===== config.mk =====
export PLATFORM = sky130hd
export DESIGN_NAME = emulation_profile_status_regs
export DESIGN_NICKNAME = d
export VERILOG_FILES = /design/src/common/emu_profile_pkg.sv /design/src/rtl/stim_engine.sv /design/src/rtl/emulation_profile_status_regs.sv
export SDC_FILE = /design/constraint.sdc
export NUM_CORES = 1
export LEC_CHECK = 0
export ABC_AREA = 1
export BUFFER_PORTS_ARGS = -buffer_cell sky130_fd_sc_hd__buf_2
export CORE_ASPECT_RATIO = 1.1
export CORE_UTILIZATION = 52
export DETAILED_ROUTE_END_ITERATION = 10
export GPL_ROUTABILITY_DRIVEN = 0
export PLACE_DENSITY = 0.74
export SYNTH_ARGS = -nofsm -noshare
export SYNTH_HDL_FRONTEND = slang
export SYNTH_SLANG_ARGS = --single-unit
export TNS_END_PERCENT = 10

===== constraint.sdc =====
create_clock -name clk -period 1.5 [get_ports clk]
set_input_delay 0.3 -clock clk [delete_from_list [all_inputs] [get_ports clk]]
set_output_delay 0.3 -clock clk [all_outputs]
set_load 0.05 [all_outputs]

===== src/common/emu_profile_pkg.sv =====
// Shared constants, types and decode functions for the emulation profile status registers.
package emu_profile_pkg;

  // Register offsets on the management serial bus.
  localparam logic [7:0] ADDR_PROFILE_IND = 8'h30;
  localparam logic [7:0] ADDR_FIRST_STIMULUS_SOURCE_TIMING = 8'h31;
  localparam logic [7:0] ADDR_FIRST_STIMULUS_SOURCE_RESP = 8'h32;

  // Power-on values, and the value read from unmapped addresses.
  localparam logic [7:0] RST_PROFILE_IND = 8'h00;
  localparam logic [7:0] RST_FIRST_STIMULUS_SOURCE_TIMING = 8'h00;
  localparam logic [7:0] RST_FIRST_STIMULUS_SOURCE_RESP = 8'h26;
  localparam logic [7:0] UNMAPPED_READ = 8'h00;

  // Field positions.
  localparam int PROFILE_CODE_LSB = 0;
  localparam int TIMER_MODE_BIT = 6;
  localparam int DELAY_LSB = 3;
  localparam int SOURCE_LSB = 0;
  localparam int MAG_LSB = 4;
  localparam int TYPE_LSB = 0;

  // Profile codes.
  localparam logic [3:0] PROFILE_PASS_SDP = 4'h0;
  localparam logic [3:0] PROFILE_CDP = 4'h1;
  localparam logic [3:0] PROFILE_DCP = 4'h2;
  localparam logic [3:0] PROFILE_LEGACY_FIRST = 4'h3;
  localparam logic [3:0] PROFILE_LEGACY_LAST = 4'h9;
  localparam logic [3:0] PROFILE_CUSTOM = 4'hA;

  // Timing.
  localparam int CLK_PERIOD_NS = 50;
  localparam int MS_NS = 1000000;
  localparam int MS_CYCLES = MS_NS / CLK_PERIOD_NS;
  localparam logic [6:0] DELAY_MS_TABLE [8] = '{7'h00, 7'h01, 7'h05, 7'h0A,
                                               7'h14, 7'h28, 7'h50, 7'h64};

  localparam logic [3:0] MAG_RESERVED = 4'hF;

  typedef enum logic [2:0] {
    SRC_VBUS_READY = 3'b000,
    SRC_DP_HIGH = 3'b001,
    SRC_DP_WINDOW = 3'b010,
    SRC_DM_HIGH = 3'b011,
    SRC_RSVD_A = 3'b100,
    SRC_RSVD_B = 3'b101,
    SRC_DP_HIGH_ALT = 3'b110,
    SRC_VBUS_PRESENT = 3'b111
  } stim_src_t;

  typedef enum logic [1:0] {
    CLASS_NONE = 2'b00,
    CLASS_VOLTAGE = 2'b01,
    CLASS_RESISTOR = 2'b10,
    CLASS_DIVIDER = 2'b11
  } resp_class_t;

  function automatic resp_class_t resp_class(input logic [3:0] rtype);
    case (rtype)
      4'h0, 4'h1, 4'h2, 4'h3: resp_class = CLASS_VOLTAGE;
      4'h4, 4'h7, 4'hD, 4'hE, 4'hF: resp_class = CLASS_RESISTOR;
      4'h6, 4'h9, 4'hC: resp_class = CLASS_DIVIDER;
      default: resp_class = CLASS_NONE;
    endcase
  endfunction : resp_class

  function automatic logic src_usable(input logic [2:0] src);
    src_usable = (src != SRC_RSVD_A) && (src != SRC_RSVD_B);
  endfunction : src_usable

  function automatic logic type_usable(input logic [3:0] rtype);
    type_usable = (rtype != 4'h5) && (rtype != 4'h8) && (rtype != 4'hB);
  endfunction : type_usable

endpackage : emu_profile_pkg


===== src/rtl/stim_engine.sv =====
// First-stimulus detector and timer that drives the response on the data output pins.
`timescale 1ns/1ns
module stim_engine #(
  parameter int MS_CYC = emu_profile_pkg::MS_CYCLES
) (
  input wire logic clk,
  input wire logic rstn,
  input wire logic start,
  input wire logic halt,
  input wire logic timer_mode,
  input wire logic [2:0] delay_code,
  input wire emu_profile_pkg::stim_src_t source,
  input wire logic [3:0] type_in,
  input wire logic [3:0] mag_in,
  input wire logic vbus_ready,
  input wire logic vbus_present,
  input wire logic dp_above_th,
  input wire logic dm_above_th,
  input wire logic dp_above_floor,
  output logic resp_on,
  output emu_profile_pkg::resp_class_t resp_kind,
  output logic [3:0] resp_type,
  output logic [3:0] resp_mag,
  output logic stage_done
);
  import emu_profile_pkg::*;

  typedef enum logic [2:0] {
    ENG_IDLE = 3'b000,
    ENG_ARMED = 3'b001,
    ENG_DELAY = 3'b010,
    ENG_HOLD = 3'b011,
    ENG_APPLIED = 3'b100
  } eng_state_t;

  typedef struct packed {
    eng_state_t st;
    logic [31:0] cnt;
    logic on;
    logic done;
    logic [3:0] rtype;
    logic [3:0] mag;
  } eng_t;

  eng_t q_r;
  eng_t q_nxt;
  logic detect;
  logic vbus_src;
  logic [31:0] delay_cyc;

  ////////////////////////////////////////////////////////////////////////////
  always_comb begin
    case (source)
      SRC_VBUS_READY: detect = vbus_ready;
      SRC_VBUS_PRESENT: detect = vbus_present;
      SRC_DP_HIGH, SRC_DP_HIGH_ALT: detect = dp_above_th;
      SRC_DM_HIGH: detect = dm_above_th;
      // The floor comparator only exists on the positive pin.
      SRC_DP_WINDOW: detect = !dp_above_th && dp_above_floor;
      default: detect = 1'b0;
    endcase
  end

  // Vbus stimuli let the next stage go on without waiting for removal.
  assign vbus_src = (source == SRC_VBUS_READY) || (source == SRC_VBUS_PRESENT);
  assign delay_cyc = 32'(DELAY_MS_TABLE[delay_code]) * 32'(MS_CYC);

  always_comb begin
    q_nxt = q_r;
    case (q_r.st)
      ENG_IDLE: begin
        q_nxt.st = ENG_IDLE;
      end
      ENG_ARMED: begin
        if (detect) begin
          q_nxt.cnt = delay_cyc;
          if (timer_mode) begin
            q_nxt.on = 1'b1;
            q_nxt.st = (delay_cyc == 32'h0) ? ENG_APPLIED : ENG_HOLD;
          end else if (delay_cyc == 32'h0) begin
            q_nxt.on = 1'b1;
            q_nxt.st = ENG_APPLIED;
          end else begin
            q_nxt.st = ENG_DELAY;
          end
        end
      end
      ENG_DELAY: begin
        q_nxt.cnt = q_r.cnt - 32'h1;
        if (q_r.cnt == 32'h1) begin
          q_nxt.on = 1'b1;
          q_nxt.st = ENG_APPLIED;
        end
      end
      ENG_HOLD: begin
        q_nxt.cnt = q_r.cnt - 32'h1;
        if (q_r.cnt == 32'h1) begin
          q_nxt.st = ENG_APPLIED;
        end
      end
      ENG_APPLIED: begin
        if (vbus_src || !detect) begin
          q_nxt.done = 1'b1;
          q_nxt.st = ENG_IDLE;
          if (timer_mode && !detect) begin
            q_nxt.on = 1'b0;
          end
        end
      end
      default: q_nxt.st = ENG_IDLE;
    endcase
    if (start) begin
      q_nxt.st = ENG_ARMED;
      q_nxt.cnt = 32'h0;
      q_nxt.on = 1'b0;
      q_nxt.done = 1'b0;
      q_nxt.rtype = type_in;
      q_nxt.mag = mag_in;
    end
    if (halt) begin
      q_nxt.st = ENG_IDLE;
      q_nxt.on = 1'b0;
      q_nxt.done = 1'b0;
    end
  end

  always_ff @(posedge clk or negedge rstn) begin
    if (!rstn) begin
      q_r <= '{st: ENG_IDLE, cnt: 32'h0, on: 1'b0, done: 1'b0,
               rtype: RST_FIRST_STIMULUS_SOURCE_RESP[TYPE_LSB +: 4], mag: RST_FIRST_STIMULUS_SOURCE_RESP[MAG_LSB +: 4]};
    end else begin
      q_r <= q_nxt;
    end
  end

  assign resp_on = q_r.on;
  assign resp_type = q_r.rtype;
  assign resp_mag = q_r.mag;
  assign resp_kind = resp_class(q_r.rtype);
  assign stage_done = q_r.done;

endmodule : stim_engine


===== src/rtl/emulation_profile_status_regs.sv =====
// Active profile indicator and first-stimulus configuration registers with their engine.
`timescale 1ns/1ns

// How it works
// - Profile indicator register clears on sleep entry.
// - Indicator refreshes when applied profile changes.
// - Four-bit profile code, upper bits read zero.
// - Timer mode 1: respond now, hold, remove; a vbus stimulus still present keeps it on.
// - Timer mode 0: respond when delay expires.
// - Delay codes map to 0-100 ms.
// - Source codes 100 and 101 are refused.
// - Source 000 is vbus ready, no wait.
// - Source 111 is vbus present, no wait.
// - Sources 001/110 positive, 011 negative above threshold.
// - Source 010 is positive-pin window comparator.
// - Reserved codes refused; field keeps old value.
// - Magnitude meaning follows the response type.
// - Types 0000-0011 take magnitude as voltage.
// - Types 0100/0111/1101-1111 take magnitude as resistor.
// - Types 0110/1001/1100 take magnitude as divider.
// - Configuration registers read-only, filled from memory.
// - Timing register clears in sleep; response register keeps.
module emulation_profile_status_regs
  import emu_profile_pkg::*;
#(
  parameter int MS_CYC = emu_profile_pkg::MS_CYCLES,
  parameter int PROFILES = 11,
  parameter logic [16*11-1:0] PROFILE_INIT = {11{16'h0026}}
) (
  input wire logic clk,
  input wire logic rstn,
  input wire logic [7:0] reg_addr,
  input wire logic reg_rd,
  output logic [7:0] reg_rdata,
  output logic reg_rvalid,
  input wire logic [3:0] profile_sel,
  input wire logic profile_load,
  input wire logic sleep,
  input wire logic vbus_ready,
  input wire logic vbus_present,
  input wire logic dp_above_th,
  input wire logic dm_above_th,
  input wire logic dp_above_floor,
  output logic [3:0] active_profile_code,
  output logic resp_on,
  output emu_profile_pkg::resp_class_t resp_kind,
  output logic [3:0] first_response_type,
  output logic [3:0] first_response_magnitude,
  output logic stage_done
);
  import emu_profile_pkg::*;

  localparam int NSYNC = 5;

  typedef struct packed {
    logic [NSYNC-1:0] sync1;
    logic [NSYNC-1:0] sync2;
    logic [3:0] profile;
    logic [7:0] timing;
    logic [7:0] resp;
    logic loaded;
    logic start;
    logic [7:0] rdata;
    logic rvalid;
  } regs_t;

  regs_t q_r;
  regs_t q_nxt;

  // Preloaded profile settings: upper byte is the timing/source word, lower the response.
  logic [15:0] profile_mem [PROFILES];
  logic [15:0] word;
  logic load_go;
  logic [2:0] new_src;
  logic [3:0] new_type;
  logic [3:0] new_mag;

  ////////////////////////////////////////////////////////////////////////////
  genvar gi;
  generate
    for (gi = 0; gi < PROFILES; gi++) begin : g_mem
      assign profile_mem[gi] = PROFILE_INIT[gi*16 +: 16];
    end
  endgenerate

  // Codes above the custom profile are not used and never select a word.
  assign word = (profile_sel <= PROFILE_CUSTOM) ? profile_mem[profile_sel] : 16'h0000;
  assign new_src = word[8 + SOURCE_LSB +: 3];
  assign new_type = word[TYPE_LSB +: 4];
  assign new_mag = word[MAG_LSB +: 4];

  // Reload only on a different profile, or the first load after reset or sleep wiped the indicator.
  assign load_go = profile_load && !sleep && (profile_sel <= PROFILE_CUSTOM)
                   && (!q_r.loaded || (profile_sel != q_r.profile));

  ////////////////////////////////////////////////////////////////////////////
  always_comb begin
    q_nxt = q_r;
    q_nxt.sync1 = {dp_above_floor, dm_above_th, dp_above_th, vbus_present, vbus_ready};
    q_nxt.sync2 = q_r.sync1;
    q_nxt.start = 1'b0;
    if (load_go) begin
      q_nxt.profile = profile_sel;
      q_nxt.loaded = 1'b1;
      // The custom profile keeps its settings elsewhere; these registers stay untouched.
      if (profile_sel != PROFILE_CUSTOM) begin
        q_nxt.start = 1'b1;
        q_nxt.timing[TIMER_MODE_BIT] = word[8 + TIMER_MODE_BIT];
        q_nxt.timing[DELAY_LSB +: 3] = word[8 + DELAY_LSB +: 3];
        if (src_usable(new_src)) begin
          q_nxt.timing[SOURCE_LSB +: 3] = new_src;
        end
        if (type_usable(new_type)) begin
          q_nxt.resp[TYPE_LSB +: 4] = new_type;
        end
        if (new_mag != MAG_RESERVED) begin
          q_nxt.resp[MAG_LSB +: 4] = new_mag;
        end
      end
    end
    if (sleep) begin
      q_nxt.profile = RST_PROFILE_IND[PROFILE_CODE_LSB +: 4];
      q_nxt.timing = RST_FIRST_STIMULUS_SOURCE_TIMING;
      q_nxt.loaded = 1'b0;
    end
    // Software only reads; there is no write path into these registers.
    q_nxt.rvalid = reg_rd;
    if (reg_rd) begin
      case (reg_addr)
        ADDR_PROFILE_IND: q_nxt.rdata = {4'h0, q_r.profile};
        ADDR_FIRST_STIMULUS_SOURCE_TIMING: q_nxt.rdata = {1'b0, q_r.timing[6:0]};
        ADDR_FIRST_STIMULUS_SOURCE_RESP: q_nxt.rdata = q_r.resp;
        default: q_nxt.rdata = UNMAPPED_READ;
      endcase
    end
  end

  always_ff @(posedge clk or negedge rstn) begin
    if (!rstn) begin
      q_r <= '{sync1: '0, sync2: '0, profile: RST_PROFILE_IND[PROFILE_CODE_LSB +: 4],
               timing: RST_FIRST_STIMULUS_SOURCE_TIMING, resp: RST_FIRST_STIMULUS_SOURCE_RESP, loaded: 1'b0,
               start: 1'b0, rdata: 8'h00, rvalid: 1'b0};
    end else begin
      q_r <= q_nxt;
    end
  end

  ////////////////////////////////////////////////////////////////////////////
  // The engine latches the response word on start, one cycle after the registers load.
  stim_engine #(
    .MS_CYC(MS_CYC)
  ) i_stim_engine (
    .clk(clk),
    .rstn(rstn),
    .start(q_r.start),
    .halt(sleep),
    .timer_mode(q_r.timing[TIMER_MODE_BIT]),
    .delay_code(q_r.timing[DELAY_LSB +: 3]),
    .source(stim_src_t'(q_r.timing[SOURCE_LSB +: 3])),
    .type_in(q_r.resp[TYPE_LSB +: 4]),
    .mag_in(q_r.resp[MAG_LSB +: 4]),
    .vbus_ready(q_r.sync2[0]),
    .vbus_present(q_r.sync2[1]),
    .dp_above_th(q_r.sync2[2]),
    .dm_above_th(q_r.sync2[3]),
    .dp_above_floor(q_r.sync2[4]),
    .resp_on(resp_on),
    .resp_kind(resp_kind),
    .resp_type(first_response_type),
    .resp_mag(first_response_magnitude),
    .stage_done(stage_done)
  );

  assign reg_rdata = q_r.rdata;
  assign reg_rvalid = q_r.rvalid;
  assign active_profile_code = q_r.profile;

endmodule : emulation_profile_status_regs


# --- Word level (Yosys, flattened, before mapping) ---
# Memory sizes are Yosys's and may differ from the RTL's.
# Cells that the tools add are included.
word_totals:
  mem_bits_ro: 344
  memories: 3
  reg_bits: 85
op_classes:
  n_bitwise: 2
  eq_ne: 28
  magnitude_cmp: 3
  n_reduce_logical: 34
  multipliers: 1
  n_mux: 34
  n_addsub: 1
memory_table:
  columns: ["memory", "depth", "word_bits", "rd", "rd_clocked_by_memory_dff", "wr", "line_no", "source"]
  rows:
  - ["(name not given)", 16, 16, 1, 0, 0, "emulation_profile_status_regs.sv:87", "assign word = (profile_sel <= PROFILE_CUSTOM) ? profile_mem[profile_sel] : 16'h0000;"]
  - ["(name not given)", 8, 7, 1, 0, 0, "stim_engine.sv:66", "assign delay_cyc = 32'(DELAY_MS_TABLE[delay_code]) * 32'(MS_CYC);"]
  - ["(name not given)", 16, 2, 1, 0, 0, "emu_profile_pkg.sv:59", "case (rtype)"]
ops:
  columns: ["op", "n"]
  rows:
  - ["one-hot mux 32 bit (2 select lines)", 1]
  - ["two-way mux 15 bit", 4]
  - ["two-way mux 45 bit", 1]
  - ["two-way mux 36 bit", 1]
  - ["equality test 32 x 1 -> 1 bit, second input constant", 1]
  - ["zero test 32 bit", 1]
  - ["subtractor 32 x 1 -> 32 bit, second input constant", 1]
  - ["equality test 8 x 6 -> 1 bit, second input constant", 3]
  - ["one-hot mux 8 bit (3 select lines)", 1]
  - ["two-way mux 3 bit", 7]
  - ["inequality test 4 x 3 -> 1 bit, second input constant", 5]
  - ["multiplier 7 x 10 -> 17 bit, second input constant", 1]
  - ["two-way mux 17 bit", 1]
  - ["inequality test 4 bit, second input constant", 4]
  - ["two-way mux 7 bit", 2]
  - ["equality test 3 x 2 -> 1 bit, second input constant", 4]
  - ["two-way mux 12 bit", 1]
  - ["two-way mux 4 bit", 3]
  - ["AND reduction 3 bit", 4]
  - ["equality test 3 bit, second input constant", 3]
  - ["one-hot mux 3 bit (3 select lines)", 1]
  - ["nonzero test 3 bit", 3]
  - ["logical AND 1 bit", 8]
  - ["two-way mux 1 bit", 7]
  - ["22 further kinds", 35]

# --- Longest topological paths before layout ---
logic_depth:
  word_depth: 12
  mapped_depth: 11
  ltp_nobuf: 11

# --- By module ---
# From an unflattened synthesis, not the netlist that was laid out.
unflattened:
  cells_unflattened: 718
  area_unflattened_um2: 5190.0
modules_own_cells:
  columns: ["mod", "n_inst", "cells_each", "area_each_um2"]
  rows:
  - ["stim_engine", 1, 610, 4165.2]
  - ["emulation_profile_status_regs", 1, 108, 1024.7]

# --- Worst setup path after synthesis ---
# No wires, ideal clock.
synth_path:
  path_type: "register -> register"
  startpoint: "register i_stim_engine.q_r[10] (netlist bit)"
  endpoint: "register i_stim_engine.q_r[28] (netlist bit)"
  t_required_ps: 1383
  arrival_time_ps: 1339
  stages_incl_launch_ff: 12
  slack_ps: 45
  synth_period_minus_slack_ps: 1455
  cell_sequence: "dfrtp_1 -> inv_1 -> ha_1 -> nand2_2 -> nor2_4 -> nand2_2 -> clkinv_2 -> nand2_2 -> nor2_2 -> nand2_1 -> nand2_1 -> nor2_1"
synth_between:
  elab_chain_cells: 3
synth_lines:
  columns: ["element", "line_no", "source"]
  rows:
  - ["start: declaration", "stim_engine.sv:45", "eng_t q_r;"]
  - ["start signal: assignment", "stim_engine.sv:129", "q_r <= '{st: ENG_IDLE, cnt: 32'h0, on: 1'b0, done: 1'b0,"]
  - ["start signal: assignment", "stim_engine.sv:132", "q_r <= q_nxt;"]
  - ["subtractor 32 x 1 -> 32 bit", "stim_engine.sv:89, stim_engine.sv:96", null]
  - ["one-hot mux 32 bit (2 select lines)", "stim_engine.sv:70", "case (q_r.st)"]
  - ["two-way mux 45 bit", "stim_engine.sv:112", "if (start) begin"]
# Every way passes these cells.
# A chain may end at the register's enable or synchronous reset.

# --- Worst setup path in the final report ---
layout_path:
  startpoint: "register i_stim_engine.q_r[42] (netlist bit)"
  endpoint: "register i_stim_engine.q_r[25] (netlist bit)"
layout_between:
  elab_chain_cells: 4
  elab_cells_between_ends: 9
  classes_between: "eq/ne: 4; mux: 2; reduce/logical: 3"
layout_lines:
  columns: ["element", "line_no"]
  rows:
  - ["equality test 3 x 2 -> 1 bit", "stim_engine.sv:70"]
  - ["OR reduction 2 bit (no line)", null]
  - ["one-hot mux 32 bit (2 select lines) or nonzero test 3 bit (tied branches)", null]
  - ["two-way mux 45 bit or AND reduction 2 bit (tied branches)", null]
# Parallel ways exist; a longest one is shown, timed or not.

==> metrics.txt <==
number of DRC markers in iteration 0 roughly 180; Mapped Cells 466; Async SR Flop Fraction 100%; Yosys Warn Count 0; routed via count roughly 3200; Reg area around 1400 um^2; largest net degree at the start of global routing 55; H-Tree Depth 2; Hold Crit Class in2reg; Post-Place Cells between 500 and 600; FMAX between 600 and 700 MHz; Post-Syn Area per Cell slightly above 7 um^2; full die area 6780 um^2; Hold WS ~0.08 ns; initial antenna violation count 0; dpl ws -0.0645 ns; leakage power ~2.2 nW; most frequent cells in the layout nand2_1 (113), nor2_1 (56), inv_1 (53); CP arrival around 1.7 ns; Total GRT Usage around 25%; core area between 6000 and 7000 um^2; Starting Density about 54%; clk slew on worst S/H paths about 0.11 ns; CTS tree built; peak supply drop 1090 uV; Setup WS post-layout -0.0215 ns; startpoint types flop; Tcrit/Tclk final 101%; P&R area growth vs syn 23.7%; EDFF count, synth 0; hold path cells 1; first-pass GRT wire length 13.1 mm; CTS Buffer Depth 2; Root Buffer Master clkbuf_8; ys flop type dfrtp_1; vias per inst between 5 and 6; grt ovf 0; Worst-Skew Late Latency approximately 0.32 ns; final hold vios 0; fin cells between 600 and 700; power per standard cell area between 2000 and 2500 nW/um^2; failing checks setup timing; final net count 563; DR pass1 iterations 4; Ports 47; Worst Skew ~0.0073 ns; critical path endpoint category flop; total CTS buffers 5; CTS Sinks 54; ant diodes 0; Critical Path RT ~1.7 ns; WL final 7.99 mm; wire length per cell 12.9 um; remaining antenna violation count 0; RSZ-0062 raised after global routing true; area taken by multi-input logic gates 1730 um^2; number of port buffers 35; synth unique cells 38; flop and latch count out of synthesis 54; status complete, but fails checks; post-synthesis sequential area ratio 40.4%; Die H around 86 um; HPWL after DPL around 5.7 mm; setup violators final 2; Final min period about 1.5 ns; Fill cells 510; layout cells sized above 1 between 30% and 40%; maxcap violations 0; Pins Over Slew Limit 0; kind of critical path reg2reg; chip width 78.6 um; Site Rows 30; commonest non-fill, non-tap cell in the layout nand2_1; Post-Syn Area 3350 um^2; Crit Path Max Fanout 7; Worst Reg-to-Reg Cells 9; DRC viols 0; vias in the first global route 2995
==> through the flow <==
stage,TNS [ns],power [W],util (%),instance area [um^2]
CTS,-0.0450,0.00781,63.3,3920
detailed placement,-0.378,0.00666,60.4,3740
global placement,-0.111,0.00655,60.4,3740
floorplan,0,0.00516,-,3370
global route,-1.57,0.00946,67.0,4150
finish,-0.0331,0.00876,67.0,4150
==> sequential cells by signal, summed over array words and instances (netlist names) <==
name	count
reg_rvalid	1
q_r	4
i_stim_engine.stage_done	1
i_stim_engine.resp_on	1
i_stim_engine.resp_type	1
active_profile_code	4
i_stim_engine.q_r	35
q_nxt	1
reg_rdata	6
==> Yosys cell counts, types with 2 or more instances <==
master	number	area, um^2
nand2_1	120	450
nor2_1	81	304
inv_1	56	210
dfrtp_1	52	1300
nand3_1	28	140
buf_4	23	173
a21oi_1	15	75.1
o21ai_0	15	75.1
nor2_2	9	56.3
nand4_1	8	50.1
nor3_1	8	40.0
nand2_2	4	25.0
nand3b_1	4	30.0
and3_1	3	18.8
inv_2	3	11.3
nor2_4	3	33.8
o21ai_1	3	15.0
o22ai_1	3	18.8
buf_8	2	30.0
conb_1	2	7.51
dfstp_2	2	52.6
ha_1	2	25.0
o21ai_2	2	17.5
o21bai_1	2	15.0
o221ai_1	2	17.5
xor2_1	2	17.5
==> layout make-up <==
class | instances | share of cell area [%]
multi-input cells | 328 | 41.6
inverters | 63 | 6.27
repair buffers | 87 | 14.2
clock inverters | 3 | 1.15
well taps | 80 | 2.41
clock buffers | 5 | 1.66
flip-flops and latches | 54 | 32.7
==> cells by family (layout without fill, tap and decap cells) <==
logic type	Yosys count	count (layout)	share of synthesized area [%]
flip-flops	54	54	40.4
XOR/XNOR	2	2	0.522
AO/OA/AOI/OAI	42	42	6.97
other	2	7	0.224
AND/OR/NAND/NOR	275	275	37.1
buffers and inverters	89	158	14.1
adder cells (fa/ha/maj)	2	2	0.746
==> worst paths after layout <==
path | end | startpoint | slack [ns]
max | i_stim_engine.q_r[25] | i_stim_engine.q_r[42] | -0.02
min | q_nxt[31] | vbus_ready | 0.08
max reg2reg | i_stim_engine.q_r[25] | i_stim_engine.q_r[42] | -0.02
min reg2reg | q_r[31] | q_nxt[31] | 0.38
max in group asynchronous | i_stim_engine.resp_type[1] | rstn | 0.70
min in group asynchronous | i_stim_engine.q_r[31] | rstn | 0.50
==> report_power, final <==
part           leakage, nW  switching (W)  internal (W)
sequential           0.720       0.000378       0.00177
clock               0.0591       0.000522      0.000510
combinational         1.44        0.00352       0.00207
==> timing repair <==
| item | in CTS | in global routing |
|---|---|---|
| setup endpoints to repair | 14 | 33 |
| hold endpoints to repair | 52 | 0 |
| hold buffers | 1 | 0 |
| setup buffers | 5 | 7 |
| pin swaps | 2 | 12 |
| cloned | 0 | 0 |
| resized for setup | 7 | 60 |
==> critical path, stage by stage (launching register included) <==
cell     delay (ns)
dfrtp_1        0.41
nor2_1         0.08
nor2_2         0.11
nand2_2        0.11
nand2_8        0.12
inv_8          0.05
buf_4          0.14
nor2_2         0.13
nand2_1        0.08
nor3b_2        0.16
==> layer usage <==
| layer | part of all wire [%] | GRT usage [%] | vias up |
|---|---|---|---|
| met5 | 0 | 0 | - |
| li1 | - | - | 1578 |
| met3 | 3.7 | 3.26 | 18 |
| met2 | 50 | 43.1 | 82 |
| met1 | 43 | 30.5 | 1479 |
| met4 | 2.9 | 9.93 | 0 |
Power figures use the tool's default switching activity.
